**src/rtl/vic_pkg.sv**
```systemverilog
// Constants shared by the vectored interrupt control block
package vic_pkg;

    // ==========================================================
    // Register bus widths
    localparam int          ADDR_W          = 8;
    localparam int          DATA_W          = 16;

    // ==========================================================
    // Register offsets
    localparam logic [7:0]  OFS_SYS_CTRL    = 8'h00;   // System control, mode field
    localparam logic [7:0]  OFS_COND_CODE   = 8'h01;   // Condition code register
    localparam logic [7:0]  OFS_EXT_CTRL    = 8'h02;   // Extended control register
    localparam logic [7:0]  OFS_SRC_ENABLE  = 8'h03;   // Per-source request enables
    localparam logic [7:0]  OFS_IRQ_STATUS  = 8'h04;   // Sticky events, write one to clear
    localparam logic [7:0]  OFS_IRQ_MASK    = 8'h05;   // Event mask
    localparam logic [7:0]  OFS_STACK_PTR   = 8'h06;   // Stack pointer for stacking
    localparam logic [7:0]  OFS_PRIO_BASE   = 8'h10;   // First priority level register

    // ==========================================================
    // Field positions
    localparam int          SYS_MODE_LSB    = 4;       // Two-bit control mode field
    localparam int          CCR_MASK_BIT    = 7;       // Global mask flag
    localparam int          EXR_TRACE_BIT   = 7;       // Trace flag
    localparam int          EVT_ACCEPT_BIT  = 0;       // Maskable source accepted
    localparam int          EVT_NMI_BIT     = 1;       // Non-maskable source accepted
    localparam int          EVT_W           = 2;

    // ==========================================================
    // Control modes and special values
    localparam logic [1:0]  MODE_FIXED      = 2'h0;
    localparam logic [1:0]  MODE_LEVELS     = 2'h2;
    localparam logic [2:0]  MASK_LVL_NMI    = 3'h7;
    localparam logic [6:0]  NMI_VEC_NUM     = 7'h07;
    localparam int          VEC_SLOT_SHIFT  = 2;       // Four bytes per vector slot
    localparam logic [15:0] STACK_STEP      = 16'h0002;

    // ==========================================================
    // Values after reset
    localparam logic [15:0] RST_SYS_CTRL    = 16'h0000;
    localparam logic [7:0]  RST_COND_CODE   = 8'h80;   // Masked out of reset
    localparam logic [7:0]  RST_EXT_CTRL    = 8'h07;
    localparam logic [15:0] RST_STACK_PTR   = 16'h0000;
    localparam logic [2:0]  RST_PRIO        = 3'h7;

    // ==========================================================
    // Source vector numbers, ascending so index order is default priority
    localparam int          MAX_SRC         = 16;
    localparam logic [6:0]  VEC_TAB [0:MAX_SRC-1] = '{
        7'h30, 7'h31, 7'h32, 7'h33, 7'h34, 7'h38, 7'h39, 7'h3a,
        7'h3b, 7'h3c, 7'h50, 7'h51, 7'h52, 7'h53, 7'h68, 7'h7c
    };

    // Exception sequencer states
    typedef enum logic [3:0] {
        ST_IDLE, ST_WAIT_INSN, ST_PUSH_PC, ST_PUSH_CCR, ST_PUSH_EXR,
        ST_MASK, ST_VEC_RD, ST_VEC_WAIT, ST_JUMP
    } vic_state_t;

endpackage : vic_pkg

```
**src/rtl/vic_core.sv**
```systemverilog
// Vectored interrupt controller with exception stacking sequencer
// Operation
// - Vector entries hold low sixteen handler bits
// - Only control modes 0 and 2 exist
// - Mode 0: fixed order, global mask flag
// - Mode 2: eight levels, three-bit mask level
// - Request forwarded only while enable bit set
// - Mode 0 masked: only non-maskable accepted
// - Highest priority wins, others stay pending
// - Handling starts after current instruction completes
// - Mode 0 stacks return address and condition codes
// - Mode 0 sets global mask after stacking
// - Fetch vector entry and jump to handler
// - Mode 2 ties broken by default order
// - Mode 2 accepts only level above mask
// - Mode 2 also stacks extended control register
// - Mode 2 clears trace flag after stacking
// - Mask level takes accepted level, non-maskable seven
// - Lower vector number means higher default priority
// - Non-maskable always accepted, highest priority
`timescale 1ns/1ps

module vic_core
    import vic_pkg::*;
#(
    parameter int NUM_SRC = MAX_SRC                     // Number of maskable sources
) (
    input  wire logic                core_clk_i,
    input  wire logic                srst_i,
    // Register port
    input  wire logic [ADDR_W-1:0]   reg_addr_i,
    input  wire logic [DATA_W-1:0]   reg_wdata_i,
    input  wire logic                reg_wr_i,
    input  wire logic                reg_rd_i,
    output logic      [DATA_W-1:0]   reg_rdata_o,
    // Sources
    input  wire logic [NUM_SRC-1:0]  src_req_i,
    output logic      [NUM_SRC-1:0]  src_ack_o,
    input  wire logic                nmi_i,
    output logic                     nmi_ack_o,
    // CPU core side
    input  wire logic                insn_done_i,
    input  wire logic [15:0]         next_pc_i,
    output logic                     stk_we_o,
    output logic      [15:0]         stk_addr_o,
    output logic      [15:0]         stk_data_o,
    output logic                     vec_rd_o,
    output logic      [15:0]         vec_addr_o,
    input  wire logic                vec_valid_i,
    input  wire logic [15:0]         vec_data_i,
    output logic                     jump_o,
    output logic      [15:0]         jump_addr_o,
    // Interrupt to system
    output logic                     irq_o
);

    // ==========================================================
    // Elaboration check
    // Refused at elaboration: the winner index and vector table cover at most MAX_SRC sources
    if (NUM_SRC < 1 || NUM_SRC > MAX_SRC) begin : g_num_src_check
        $error("vic_core: NUM_SRC out of range");
    end

    // ==========================================================
    // State
    vic_state_t         state_reg;                      // Sequencer state
    logic [1:0]         mode_reg;                       // Control mode field
    logic [7:0]         ccr_reg;                        // Condition codes
    logic [7:0]         exr_reg;                        // Trace flag and mask level
    logic [NUM_SRC-1:0] en_reg;                         // Source enables
    logic [EVT_W-1:0]   sts_reg;                        // Sticky events
    logic [EVT_W-1:0]   msk_reg;                        // Event mask
    logic [15:0]        sp_reg;                         // Stack pointer
    logic [2:0]         prio_reg [NUM_SRC];             // Priority levels
    logic               nmi_prev_reg;                   // Edge detect history
    logic               nmi_pend_reg;                   // Latched non-maskable request
    logic               win_nmi_reg;                    // Winner is non-maskable
    logic [3:0]         win_idx_reg;                    // Winner index
    logic [2:0]         win_lvl_reg;                    // Winner level
    logic [6:0]         win_vec_reg;                    // Winner vector number
    logic [15:0]        ret_pc_reg;                     // Return address to stack
    logic [DATA_W-1:0]  rdata_reg;

    // ==========================================================
    // Arbitration
    logic               best_found;
    logic [3:0]         best_idx;
    logic [2:0]         best_lvl;
    logic [2:0]         cand_lvl;
    logic               accept_ok;
    logic               accept_go;
    logic               mode2;
    logic [7:0]         prio_ofs;

    assign mode2 = (mode_reg == MODE_LEVELS);

    // Scan upward and replace only on a strictly higher level, so the lowest index wins ties
    always_comb begin
        best_found = 1'b0;
        best_idx   = 4'h0;
        best_lvl   = 3'h0;
        cand_lvl   = 3'h0;
        for (int i = 0; i < NUM_SRC; i++) begin
            // Fixed order in mode 0: every source looks alike, index decides
            cand_lvl = mode2 ? prio_reg[i] : 3'h0;
            if (src_req_i[i] && en_reg[i]) begin
                if (!best_found || cand_lvl > best_lvl) begin
                    best_found = 1'b1;
                    best_idx   = 4'(i);
                    best_lvl   = cand_lvl;
                end
            end
        end
    end

    // Non-maskable overrides every mask; otherwise the mode decides
    always_comb begin
        if (nmi_pend_reg) begin
            accept_ok = 1'b1;
        end else if (mode2) begin
            accept_ok = best_found && (best_lvl > exr_reg[2:0]);
        end else begin
            accept_ok = best_found && !ccr_reg[CCR_MASK_BIT];
        end
    end

    assign accept_go = (state_reg == ST_IDLE) && accept_ok;

    // ==========================================================
    // Non-maskable edge latch; a new edge wins over the clear
    always_ff @(posedge core_clk_i) begin
        if (srst_i) begin
            nmi_prev_reg <= 1'b0;
            nmi_pend_reg <= 1'b0;
        end else begin
            nmi_prev_reg <= nmi_i;
            if (nmi_i && !nmi_prev_reg) begin
                nmi_pend_reg <= 1'b1;
            end else if (accept_go) begin
                nmi_pend_reg <= 1'b0;
            end
        end
    end

    // ==========================================================
    // Winner capture and acknowledge pulses
    // Losers are never acknowledged, so they stay asserted at the source
    always_ff @(posedge core_clk_i) begin
        if (srst_i) begin
            win_nmi_reg <= 1'b0;
            win_idx_reg <= 4'h0;
            win_lvl_reg <= 3'h0;
            win_vec_reg <= 7'h00;
            src_ack_o   <= '0;
            nmi_ack_o   <= 1'b0;
        end else begin
            src_ack_o <= '0;
            nmi_ack_o <= 1'b0;
            if (accept_go) begin
                win_nmi_reg <= nmi_pend_reg;
                win_idx_reg <= best_idx;
                win_lvl_reg <= best_lvl;
                // Each source keeps its own fixed vector number
                win_vec_reg <= nmi_pend_reg ? NMI_VEC_NUM : VEC_TAB[best_idx];
                if (nmi_pend_reg) begin
                    nmi_ack_o <= 1'b1;
                end else begin
                    src_ack_o[best_idx] <= 1'b1;
                end
            end
        end
    end

    // ==========================================================
    // Exception sequencer
    always_ff @(posedge core_clk_i) begin
        if (srst_i) begin
            state_reg <= ST_IDLE;
        end else begin
            case (state_reg)
                ST_IDLE:      if (accept_go) state_reg <= ST_WAIT_INSN;
                ST_WAIT_INSN: if (insn_done_i) state_reg <= ST_PUSH_PC;
                ST_PUSH_PC:   state_reg <= ST_PUSH_CCR;
                // Mode 2 adds a third word to the frame
                ST_PUSH_CCR:  state_reg <= mode2 ? ST_PUSH_EXR : ST_MASK;
                ST_PUSH_EXR:  state_reg <= ST_MASK;
                ST_MASK:      state_reg <= ST_VEC_RD;
                ST_VEC_RD:    state_reg <= ST_VEC_WAIT;
                ST_VEC_WAIT:  if (vec_valid_i) state_reg <= ST_JUMP;
                ST_JUMP:      state_reg <= ST_IDLE;
                default:      state_reg <= ST_IDLE;
            endcase
        end
    end

    // Return address is the next instruction, caught at the boundary
    always_ff @(posedge core_clk_i) begin
        if (srst_i) begin
            ret_pc_reg <= 16'h0000;
        end else if (state_reg == ST_WAIT_INSN && insn_done_i) begin
            ret_pc_reg <= next_pc_i;
        end
    end

    // Stack writes, one word per push, pointer pre-decremented
    always_ff @(posedge core_clk_i) begin
        if (srst_i) begin
            stk_we_o   <= 1'b0;
            stk_addr_o <= 16'h0000;
            stk_data_o <= 16'h0000;
        end else begin
            stk_we_o <= 1'b0;
            case (state_reg)
                ST_PUSH_PC: begin
                    stk_we_o   <= 1'b1;
                    stk_addr_o <= sp_reg - STACK_STEP;
                    stk_data_o <= ret_pc_reg;
                end
                ST_PUSH_CCR: begin
                    stk_we_o   <= 1'b1;
                    stk_addr_o <= sp_reg - STACK_STEP;
                    stk_data_o <= {8'h00, ccr_reg};
                end
                ST_PUSH_EXR: begin
                    stk_we_o   <= 1'b1;
                    stk_addr_o <= sp_reg - STACK_STEP;
                    stk_data_o <= {8'h00, exr_reg};
                end
                default: begin
                    stk_we_o <= 1'b0;
                end
            endcase
        end
    end

    // Vector fetch and jump
    always_ff @(posedge core_clk_i) begin
        if (srst_i) begin
            vec_rd_o    <= 1'b0;
            vec_addr_o  <= 16'h0000;
            jump_o      <= 1'b0;
            jump_addr_o <= 16'h0000;
        end else begin
            vec_rd_o <= 1'b0;
            jump_o   <= 1'b0;
            if (state_reg == ST_MASK) begin
                vec_rd_o   <= 1'b1;
                vec_addr_o <= 16'(win_vec_reg) << VEC_SLOT_SHIFT;
            end
            if (state_reg == ST_VEC_WAIT && vec_valid_i) begin
                // Entry holds only the low half of the handler address
                jump_o      <= 1'b1;
                jump_addr_o <= vec_data_i;
            end
        end
    end

    // ==========================================================
    // Register writes
    assign prio_ofs = reg_addr_i - OFS_PRIO_BASE;

    // Mode field: values other than 0 and 2 are ignored
    always_ff @(posedge core_clk_i) begin
        if (srst_i) begin
            mode_reg <= RST_SYS_CTRL[SYS_MODE_LSB +: 2];
        end else if (reg_wr_i && reg_addr_i == OFS_SYS_CTRL) begin
            if (reg_wdata_i[SYS_MODE_LSB +: 2] == MODE_FIXED ||
                reg_wdata_i[SYS_MODE_LSB +: 2] == MODE_LEVELS) begin
                mode_reg <= reg_wdata_i[SYS_MODE_LSB +: 2];
            end
        end
    end

    // Condition and extended control: the sequencer wins over software
    always_ff @(posedge core_clk_i) begin
        if (srst_i) begin
            ccr_reg <= RST_COND_CODE;
            exr_reg <= RST_EXT_CTRL;
        end else if (state_reg == ST_MASK) begin
            if (mode2) begin
                exr_reg[EXR_TRACE_BIT] <= 1'b0;
                exr_reg[2:0] <= win_nmi_reg ? MASK_LVL_NMI : win_lvl_reg;
            end else begin
                ccr_reg[CCR_MASK_BIT] <= 1'b1;
            end
        end else if (reg_wr_i) begin
            if (reg_addr_i == OFS_COND_CODE) begin
                ccr_reg <= reg_wdata_i[7:0];
            end
            if (reg_addr_i == OFS_EXT_CTRL) begin
                exr_reg <= {reg_wdata_i[7], 4'h0, reg_wdata_i[2:0]};
            end
        end
    end

    // Stack pointer: moves one word per push, software may reload it
    always_ff @(posedge core_clk_i) begin
        if (srst_i) begin
            sp_reg <= RST_STACK_PTR;
        end else if (state_reg == ST_PUSH_PC || state_reg == ST_PUSH_CCR || state_reg == ST_PUSH_EXR) begin
            sp_reg <= sp_reg - STACK_STEP;
        end else if (reg_wr_i && reg_addr_i == OFS_STACK_PTR) begin
            sp_reg <= reg_wdata_i;
        end
    end

    // Enables, event mask, priority levels
    always_ff @(posedge core_clk_i) begin
        if (srst_i) begin
            en_reg  <= '0;
            msk_reg <= '0;
            for (int i = 0; i < NUM_SRC; i++) begin
                prio_reg[i] <= RST_PRIO;
            end
        end else if (reg_wr_i) begin
            if (reg_addr_i == OFS_SRC_ENABLE) begin
                en_reg <= reg_wdata_i[NUM_SRC-1:0];
            end
            if (reg_addr_i == OFS_IRQ_MASK) begin
                msk_reg <= reg_wdata_i[EVT_W-1:0];
            end
            if (reg_addr_i >= OFS_PRIO_BASE && prio_ofs < 8'(NUM_SRC)) begin
                prio_reg[prio_ofs[3:0]] <= reg_wdata_i[2:0];
            end
        end
    end

    // Sticky events: a new event wins over a write-one clear
    always_ff @(posedge core_clk_i) begin
        if (srst_i) begin
            sts_reg <= '0;
        end else begin
            sts_reg <= (sts_reg & ~((reg_wr_i && reg_addr_i == OFS_IRQ_STATUS) ?
                                    reg_wdata_i[EVT_W-1:0] : {EVT_W{1'b0}}))
                     | {accept_go && nmi_pend_reg, accept_go && !nmi_pend_reg};
        end
    end

    assign irq_o = |(sts_reg & msk_reg);

    // ==========================================================
    // Register reads, data one cycle after the strobe, unmapped read zero
    always_ff @(posedge core_clk_i) begin
        if (srst_i) begin
            rdata_reg <= '0;
        end else if (reg_rd_i) begin
            rdata_reg <= '0;
            case (reg_addr_i)
                OFS_SYS_CTRL:   rdata_reg[SYS_MODE_LSB +: 2] <= mode_reg;
                OFS_COND_CODE:  rdata_reg[7:0] <= ccr_reg;
                OFS_EXT_CTRL:   rdata_reg[7:0] <= exr_reg;
                OFS_SRC_ENABLE: rdata_reg[NUM_SRC-1:0] <= en_reg;
                OFS_IRQ_STATUS: rdata_reg[EVT_W-1:0] <= sts_reg;
                OFS_IRQ_MASK:   rdata_reg[EVT_W-1:0] <= msk_reg;
                OFS_STACK_PTR:  rdata_reg <= sp_reg;
                default: begin
                    if (reg_addr_i >= OFS_PRIO_BASE && prio_ofs < 8'(NUM_SRC)) begin
                        rdata_reg[2:0] <= prio_reg[prio_ofs[3:0]];
                    end
                end
            endcase
        end else begin
            rdata_reg <= '0;
        end
    end

    assign reg_rdata_o = rdata_reg;

    // ==========================================================
    // Assertions
    a_wait_insn_end: assert property (@(posedge core_clk_i) disable iff (srst_i)
        state_reg == ST_WAIT_INSN && !insn_done_i |=> state_reg == ST_WAIT_INSN)
        else $error("left instruction wait early");

    a_mode0_mask_hold: assert property (@(posedge core_clk_i) disable iff (srst_i)
        state_reg == ST_IDLE && !mode2 && ccr_reg[CCR_MASK_BIT] && !nmi_pend_reg |=> state_reg == ST_IDLE)
        else $error("masked request accepted in mode 0");

    a_mode2_level_gt: assert property (@(posedge core_clk_i) disable iff (srst_i)
        accept_go && mode2 && !nmi_pend_reg |-> best_lvl > exr_reg[2:0])
        else $error("level not above mask accepted");

    a_accept_enabled: assert property (@(posedge core_clk_i) disable iff (srst_i)
        accept_go && !nmi_pend_reg |=> $onehot(src_ack_o & en_reg))
        else $error("disabled source acknowledged");

    a_vec_slot_addr: assert property (@(posedge core_clk_i) disable iff (srst_i)
        vec_rd_o |-> vec_addr_o == {7'h00, win_vec_reg, 2'b00})
        else $error("vector address not number times four");

    a_ccr_mask_set: assert property (@(posedge core_clk_i) disable iff (srst_i)
        state_reg == ST_MASK && !mode2 |=> ccr_reg[CCR_MASK_BIT] && vec_rd_o)
        else $error("mask flag not set with vector fetch");

    a_exr_level_load: assert property (@(posedge core_clk_i) disable iff (srst_i)
        state_reg == ST_MASK && mode2 |=>
            !exr_reg[EXR_TRACE_BIT] && exr_reg[2:0] == (win_nmi_reg ? MASK_LVL_NMI : win_lvl_reg))
        else $error("extended control not updated");

    a_nmi_mask_seven: assert property (@(posedge core_clk_i) disable iff (srst_i)
        state_reg == ST_MASK && mode2 && win_nmi_reg |=> exr_reg[2:0] == 3'h7)
        else $error("non-maskable mask level not seven");

    a_frame_depth: assert property (@(posedge core_clk_i) disable iff (srst_i)
        state_reg == ST_WAIT_INSN && insn_done_i && mode2 |=> ##1 stk_we_o [*3] ##1 !stk_we_o)
        else $error("mode 2 frame not three words");

    a_nmi_always: assert property (@(posedge core_clk_i) disable iff (srst_i)
        state_reg == ST_IDLE && nmi_pend_reg |=> nmi_ack_o && state_reg == ST_WAIT_INSN)
        else $error("non-maskable request not accepted");

    a_jump_vector: assert property (@(posedge core_clk_i) disable iff (srst_i)
        state_reg == ST_VEC_WAIT && vec_valid_i |=> jump_o && jump_addr_o == $past(vec_data_i))
        else $error("jump address not vector contents");

endmodule // vic_core

```
**config.mk**
```make
export PLATFORM = sky130hd
export DESIGN_NAME = vic_core
export DESIGN_NICKNAME = d
export VERILOG_FILES = /design/src/rtl/vic_pkg.sv /design/src/rtl/vic_core.sv
export SDC_FILE = /design/constraint.sdc
export NUM_CORES = 1
export LEC_CHECK = 0
export BUFFER_PORTS_ARGS = -buffer_cell sky130_fd_sc_hd__buf_2
export CAP_MARGIN = 20
export CORE_ASPECT_RATIO = 1.25
export CORE_UTILIZATION = 40
export DETAILED_ROUTE_END_ITERATION = 12
export PLACE_DENSITY = 0.61
export SYNTH_ARGS = -nofsm -noshare
export SYNTH_HDL_FRONTEND = slang
export SYNTH_SLANG_ARGS = --single-unit
```
**constraint.sdc**
```tcl
create_clock -name core_clk_i -period 38.5 [get_ports core_clk_i]
set_input_delay 9.625 -clock core_clk_i [delete_from_list [all_inputs] [get_ports core_clk_i]]
set_output_delay 9.625 -clock core_clk_i [all_outputs]
set_load 0.05 [all_outputs]
```
---- Word-level counts from Yosys, hierarchy flattened ----
Memory sizes are Yosys's and may differ from the RTL's.
Index checks and enable logic that the tools add are counted.
operators by class
  multiplexer cells ....................... 157
  add/subtract/negate cells ............... 2
  $lt $le $gt $ge ......................... 21
  eq/ne operators ......................... 20
  bitwise gates (word level) .............. 8
  reduce and logical (&&, ||, !) cells .... 88
operators with widths
  kind                                                                   number
  3-bit 2-to-1 mux                                                       52
  4-bit 2-to-1 mux                                                       32
  1-bit 2-to-1 mux                                                       54
  3-bit greater-than comparator                                          16
  16-bit one-hot mux with 3 select lines                                 1
  16-bit 2-to-1 mux                                                      2
  8-bit 2-to-1 mux                                                       4
  4-bit one-hot mux with 8 select lines                                  1
  1-bit logical AND                                                      29
  8-bit by 3-bit equality test with 1-bit output, second input constant  3
  7-bit 2-to-1 mux                                                       3
  1-bit zero test                                                        18
  1-bit logical OR                                                       18
  4-bit by 3-bit equality test with 1-bit output, second input constant  4
  8-bit by 2-bit equality test with 1-bit output, second input constant  2
  2-bit one-hot mux with 4 select lines                                  2
  8-bit one-hot mux with 2 select lines                                  1
  16-bit by 2-bit subtractor with 16-bit output, second input constant   1
  2-bit one-hot mux with 7 select lines                                  1
  3-bit AND reduction                                                    4
  3-bit OR reduction                                                     4
  2-bit != test, second input constant                                   5
  2-bit nonzero test                                                     5
  4-bit by 2-bit equality test with 1-bit output, second input constant  2
  24 further kinds                                                       32
word-level totals
  memories ................................ 2
  bits in read-only memories .............. 112
  logic and storage cells ................. 323
  bits in writable memories ............... 48
  output and inout bits ................... 101
  register bits ........................... 174
  input bits .............................. 79
memory list
  memory           words  bits a word  read ports  clocked after memory_dff  wr ports  RTL line         text
  (no name shown)  16     7            1           0                         0         vic_core.sv:164  win_vec_reg <= nmi_pend_reg ? NMI_VEC_NUM : VEC_TAB[best_idx];
  prio_reg         16     3            17          0                         16        vic_core.sv:74   logic [2:0] prio_reg [NUM_SRC];

---- Longest topological paths before layout ----
  depth in word-level cells ............... 70
  gate-level depth with buffers ........... 125
  mapped depth without buffers ............ 115

---- Worst setup path before layout ----
Ideal clock, no wire load.
  kind .................................... input-to-reg
  from .................................... in src_req_i[0]
  to ...................................... reg win_lvl_reg[0]
  stages .................................. 114
  path slack .............................. 7.405 ns
  arrival time ............................ 30.973 ns
  setup time .............................. 0.122 ns
  required time ........................... 38.378 ns
  path buffers ............................ 7
  cells stage by stage .................... and2_1 -> clkbuf_1 -> nand3_1 -> ha_1 -> and3_1 -> a211o_1 -> a21boi_0 -> o21ai_0 -> ha_1 -> and3b_1 -> o21ai_0 -> a21oi_1 -> o311ai_1 -> ha_1 -> a21oi_1 -> o21ai_0 -> a32o_1 -> buf_2 -> [... 78 more ...] -> ha_1 -> nor2b_1 -> o21a_1 -> o21ai_0 -> o221ai_1 -> nand2b_1 -> o21ai_0 -> ha_1 -> nor2b_1 -> o21ai_0 -> a32oi_1 -> o221a_2 -> o21ai_2 -> buf_4 -> buf_6 -> nor2_1 -> a32oi_1 -> o21ai_1
between the ends
  cells in the longest elaborated chain, start to end .. 67
  elaborated cells on any way between the ends .. 114
  those cells by class .................... order compare: 16; mux: 64; reduce/logical: 34
RTL lines
  item                                                              RTL line         text
  start: declaration                                                vic_core.sv:37   input wire logic [NUM_SRC-1:0] src_req_i,
  1-bit logical AND *                                               vic_core.sv:106  if (src_req_i[i] && en_reg[i]) begin
  3-bit 2-to-1 mux or 1-bit 2-to-1 mux (tied branches)              vic_core.sv:106
  3-bit greater-than comparator or 1-bit zero test (tied branches)  vic_core.sv:107  if (!best_found || cand_lvl > best_lvl) begin
  1-bit logical OR                                                  vic_core.sv:107
  3-bit 2-to-1 mux or 1-bit 2-to-1 mux (tied branches)              vic_core.sv:107
  3-bit 2-to-1 mux or 1-bit 2-to-1 mux (tied branches)              vic_core.sv:106
  3-bit greater-than comparator or 1-bit zero test (tied branches)  vic_core.sv:107
  1-bit logical OR                                                  vic_core.sv:107
  [... 52 more ...]                                                 --
  3-bit 2-to-1 mux                                                  vic_core.sv:107
  3-bit 2-to-1 mux *                                                vic_core.sv:106
  named net best_lvl[1]                                             vic_core.sv:88   logic [2:0] best_lvl;
  3-bit greater-than comparator *                                   vic_core.sv:121  accept_ok = best_found && (best_lvl > exr_reg[2:0]);
  1-bit logical AND *                                               vic_core.sv:121
  1-bit 2-to-1 mux *                                                vic_core.sv:120  end else if (mode2) begin
  1-bit 2-to-1 mux *                                                vic_core.sv:118  if (nmi_pend_reg) begin
  1-bit logical AND *                                               vic_core.sv:127  assign accept_go = (state_reg == ST_IDLE) && accept_ok;
  end signal: assignment                                            vic_core.sv:162  win_lvl_reg <= best_lvl;
  end: declaration                                                  vic_core.sv:79   logic [2:0] win_lvl_reg;
Mark *: on every way through the listed nets, which the timed path passes. The rest lies on a longest branch.
A chain may end at the register's enable or synchronous reset.

---- Final worst setup path ----
  from .................................... in src_req_i[0]
  to ...................................... reg win_vec_reg[1]
between the ends
  cells in the longest elaborated chain, start to end .. 67
  elaborated cells on any way between the ends .. 149
  those cells by class .................... order compare: 16; mux: 97; bitwise: 1; reduce/logical: 34; memory: 1
RTL lines
  item                                                              RTL line         text
  1-bit logical AND *                                               vic_core.sv:106
  3-bit 2-to-1 mux or 1-bit 2-to-1 mux (tied branches)              vic_core.sv:106
  3-bit greater-than comparator or 1-bit zero test (tied branches)  vic_core.sv:107
  1-bit logical OR                                                  vic_core.sv:107
  3-bit 2-to-1 mux or 1-bit 2-to-1 mux (tied branches)              vic_core.sv:107
  3-bit 2-to-1 mux or 1-bit 2-to-1 mux (tied branches)              vic_core.sv:106
  3-bit greater-than comparator or 1-bit zero test (tied branches)  vic_core.sv:107
  1-bit logical OR                                                  vic_core.sv:107
  [... 52 more ...]                                                 --
  3-bit 2-to-1 mux                                                  vic_core.sv:107
  3-bit 2-to-1 mux *                                                vic_core.sv:106
  named net best_lvl[1]                                             vic_core.sv:88
  3-bit greater-than comparator *                                   vic_core.sv:121
  1-bit logical AND *                                               vic_core.sv:121
  1-bit 2-to-1 mux *                                                vic_core.sv:120
  1-bit 2-to-1 mux *                                                vic_core.sv:118
  1-bit logical AND *                                               vic_core.sv:127
  end signal: assignment                                            vic_core.sv:164
  end: declaration                                                  vic_core.sv:80   logic [6:0] win_vec_reg;
Mark *: on every way through the listed nets, which the timed path passes. The rest lies on a longest branch. The select of a mux whose other input is x is not followed.

==> key figures <==
Timing
  – Achievable Freq: approximately 0.029 GHz
  – Period Utilization, post-route: approximately nine tenths
  – Final setup viols: 0
  – Final max-slew violation count: 0
  – Final min period: 34900 ps
  – Fin. Hold Viols: 0
  – Fin Setup TNS: 0 ps
  – Rel. slew slack: 31.79%
  – Clock skew: around 12 ps
  – RSZ-0062 raised after global routing: no
  – PnR worst setup slack: 3598 ps
  – Worst Tran Pin Value: 1019 ps
  – Fin Hold WS: 449.5 ps

Drt
  – Drt drc: 0
  – Wire per inst: ~19 um
  – DR pass1 iterations: 5
  – Vias/cell: 5.605
  – Total number of vias: 10870
  – Drt first-iter violations: 741
  – Detailed Route WL: 36440 um
  – Final ANT Viol Nets: 0

CTS
  – CTS tree: yes
  – Worst-Skew Late Latency: 500 ps
  – H-tree depth: 1
  – Resized cells post-CTS: 0
  – # clock sinks: ~220
  – CTS hold repair buffers: 0
  – Num CTS Buffers: 22
  – Clock Tree Buf Depth: 3
  – Postcts setup bufs: 0
  – Clk pin slew, worst setup/hold paths: roughly 60 ps
  – Clock tree root driver cell: clkbuf_16

Critical path
  – Crit Path Class: in2reg
  – Most used cell, CP: ha_1
  – Crit. End Element: flip-flop
  – Slowest CP cell: o21bai_1
  – WP data required: approximately 39000 ps
  – CP arrival: 35300 ps
  – Startpoint type of the worst setup path: input pin
  – Crit path max fanout: 21
  – Crit path largest cell delay: ~690 ps

Power
  – Leakage: between 0.005 and 0.006 uW
  – Pwr/cell area: 39.21 mW/mm^2
  – Max VDD drop: 0.03335 mV

Layout
  – Max FFs per register: 48
  – Final nets: 1658
  – Area grow syn2layout: 14.41%
  – Commonest non-fill, non-tap cell in the layout: nand2_1
  – Fraction of layout instances using a drive strength above 1: 18.97%
  – Fin util: a little under half
  – Number of inserted diodes: 0
  – Fin cells: 1940
  – Most frequent cells in the layout: 219 x nand2_1, 174 x dfxtp_1, 169 x buf_2
  – # fillers: 2998

Floorplan
  – Die height: 197.4 um
  – Row count: 71
  – Die width: 158.3 um
  – Core area: 0.03012 sq mm
  – IO Pins: 180
  – Die ar.: 0.03126 sq mm
  – Initial Utilization: 40.58%

Synth
  – Syn. warnings: 0
  – Synth area leader: dfxtp_1
  – Post-synth cell types: 88
  – Post-synth top area share: 28.50%
  – Mapped cell area: about 0.012 sq mm
  – Synth Register Bits: 222
  – Syn Inst Count: 1410
  – Number of synthesized flops with an enable pin: 48
  – FFs w/ async S/R, synth: 0%
  – Average cell area after synthesis: 8.668 sq um
  – Seq/Total Area, Yosys: 40.29%
  – Primary FF master, synth: dfxtp_1
  – Ranking of synthesized cells by area: dfxtp_1 29%, edfxtp_1 12%, nand2_1 6.7%

Run status
  – Outcome: complete, no violations

Placement
  – Routability congestion estimate: 0.9289
  – Pre-CTS setup slack: 3374 ps
  – Port-buffer cells: 170
  – Post-detail-place hpwl: approximately 28000 um
  – Placed insts: 1900

Global route
  – All-Layer GR Usage: approximately 23%
  – Vias in the first global route: 10530
  – Initial antenna violation count: 3
  – GRT overflow: 0
  – Largest net degree at the start of global routing: 70
  – First-pass GRT wire length: about 57000 um

Min path
  – Type of the worst min-delay path: reg2reg

Run
  – Max-cap violations: 0
-- layout make-up --
| cell class | count | area, sq um | share of cell area, % |
|---|---|---|---|
| flip-flops and latches | 222 | 4925 | 35.22 |
| repair buffers | 180 | 928.4 | 6.639 |
| clock buffers | 35 | 640.6 | 4.581 |
| inverters | 40 | 150.1 | 1.074 |
| multi-input cells | 1058 | 6768 | 48.40 |
| well taps | 401 | 501.7 | 3.588 |
| clock inverters | 4 | 70.07 | 0.5011 |
-- through the flow --
stage          area (sq um)  total power, uW
2_1_floorplan         12250            315.2
3_3_place_gp          13270            336.7
3_5_place_dp          13270            337.2
4_1_cts               13980            552.1
5_1_grt               13980            568.5
6_report              13980            548.3
-- worst max-delay path, delay by kind of cell --
| kind | cells | cell delay, ps |
|---|---|---|
| mux | 2 | 640 |
| compound gates | 55 | 13970 |
| buf+inv | 3 | 310 |
| simple gates | 33 | 5940 |
| fa+ha+maj | 16 | 4730 |
-- kinds of logic (layout without fill, tap and decap cells) --
logic type                 count (synthesis)  count (layout)  share of synthesized area (%)
AOI/OAI and AO/OA                        378             378                          21.51
xor gates and xnor gates                  10              10                         0.7167
adders and majority gates                 55              55                          5.631
buffers and inverters                    138             259                          4.771
other                                      1               9                        0.03068
and+or+nand+nor                          568             568                          22.35
muxes                                     38              38                          4.699
DFF                                      222             222                          40.29
-- synth_stat cells (all sizes together), types with 6 or more instances --
cell type and n:
nand2 219, dfxtp 174, a21oi 114, nor2 108
clkbuf 71, o21ai 63, ha 55, edfxtp 48
inv 39, nand3 34, or3 34, a22oi 32
and2 29, nor3 28, and3 27, buf 27
or2 25, a211oi 21, mux2i 18, nand2b 18
nor2b 18, o21a 17, mux4 15, a221oi 13
a32oi 10, a311oi 9, o22ai 9, xnor2 9
a222oi 7, a31oi 7, o211ai 7, a21boi 6
a21o 6, nand3b 6, nor3b 6, o31ai 6
-- final timing paths --
path | cells after the start | to | from | slack, ps
setup / recovery | 109 | win_vec_reg[1] | src_req_i[0] | 3600
setup reg to reg | 109 | win_vec_reg[1] | mode_reg[1] | 12000
hold / removal | 2 | ret_pc_reg[7] | ret_pc_reg[7] | 450
hold reg to reg | 2 | ret_pc_reg[7] | ret_pc_reg[7] | 450
-- layer usage --
layer	wire, um	track usage, %	vias up
met1	15340	28.73	5177
met5	13	0	-
met2	18100	40.71	301
li1	-	-	5327
met4	1142	8.013	2
met3	1839	3.444	67
-- power by group --
part	leakage, uW	switching (uW)	total (uW)	internal (uW)
Combinational	0.00331	50.3	76.0	25.7
Sequential	0.00189	9.71	257	247
Clock	0.000346	88.1	215	127
Total	0.00555	148	548	400
Note: power is estimated with default switching activity, not from simulation.
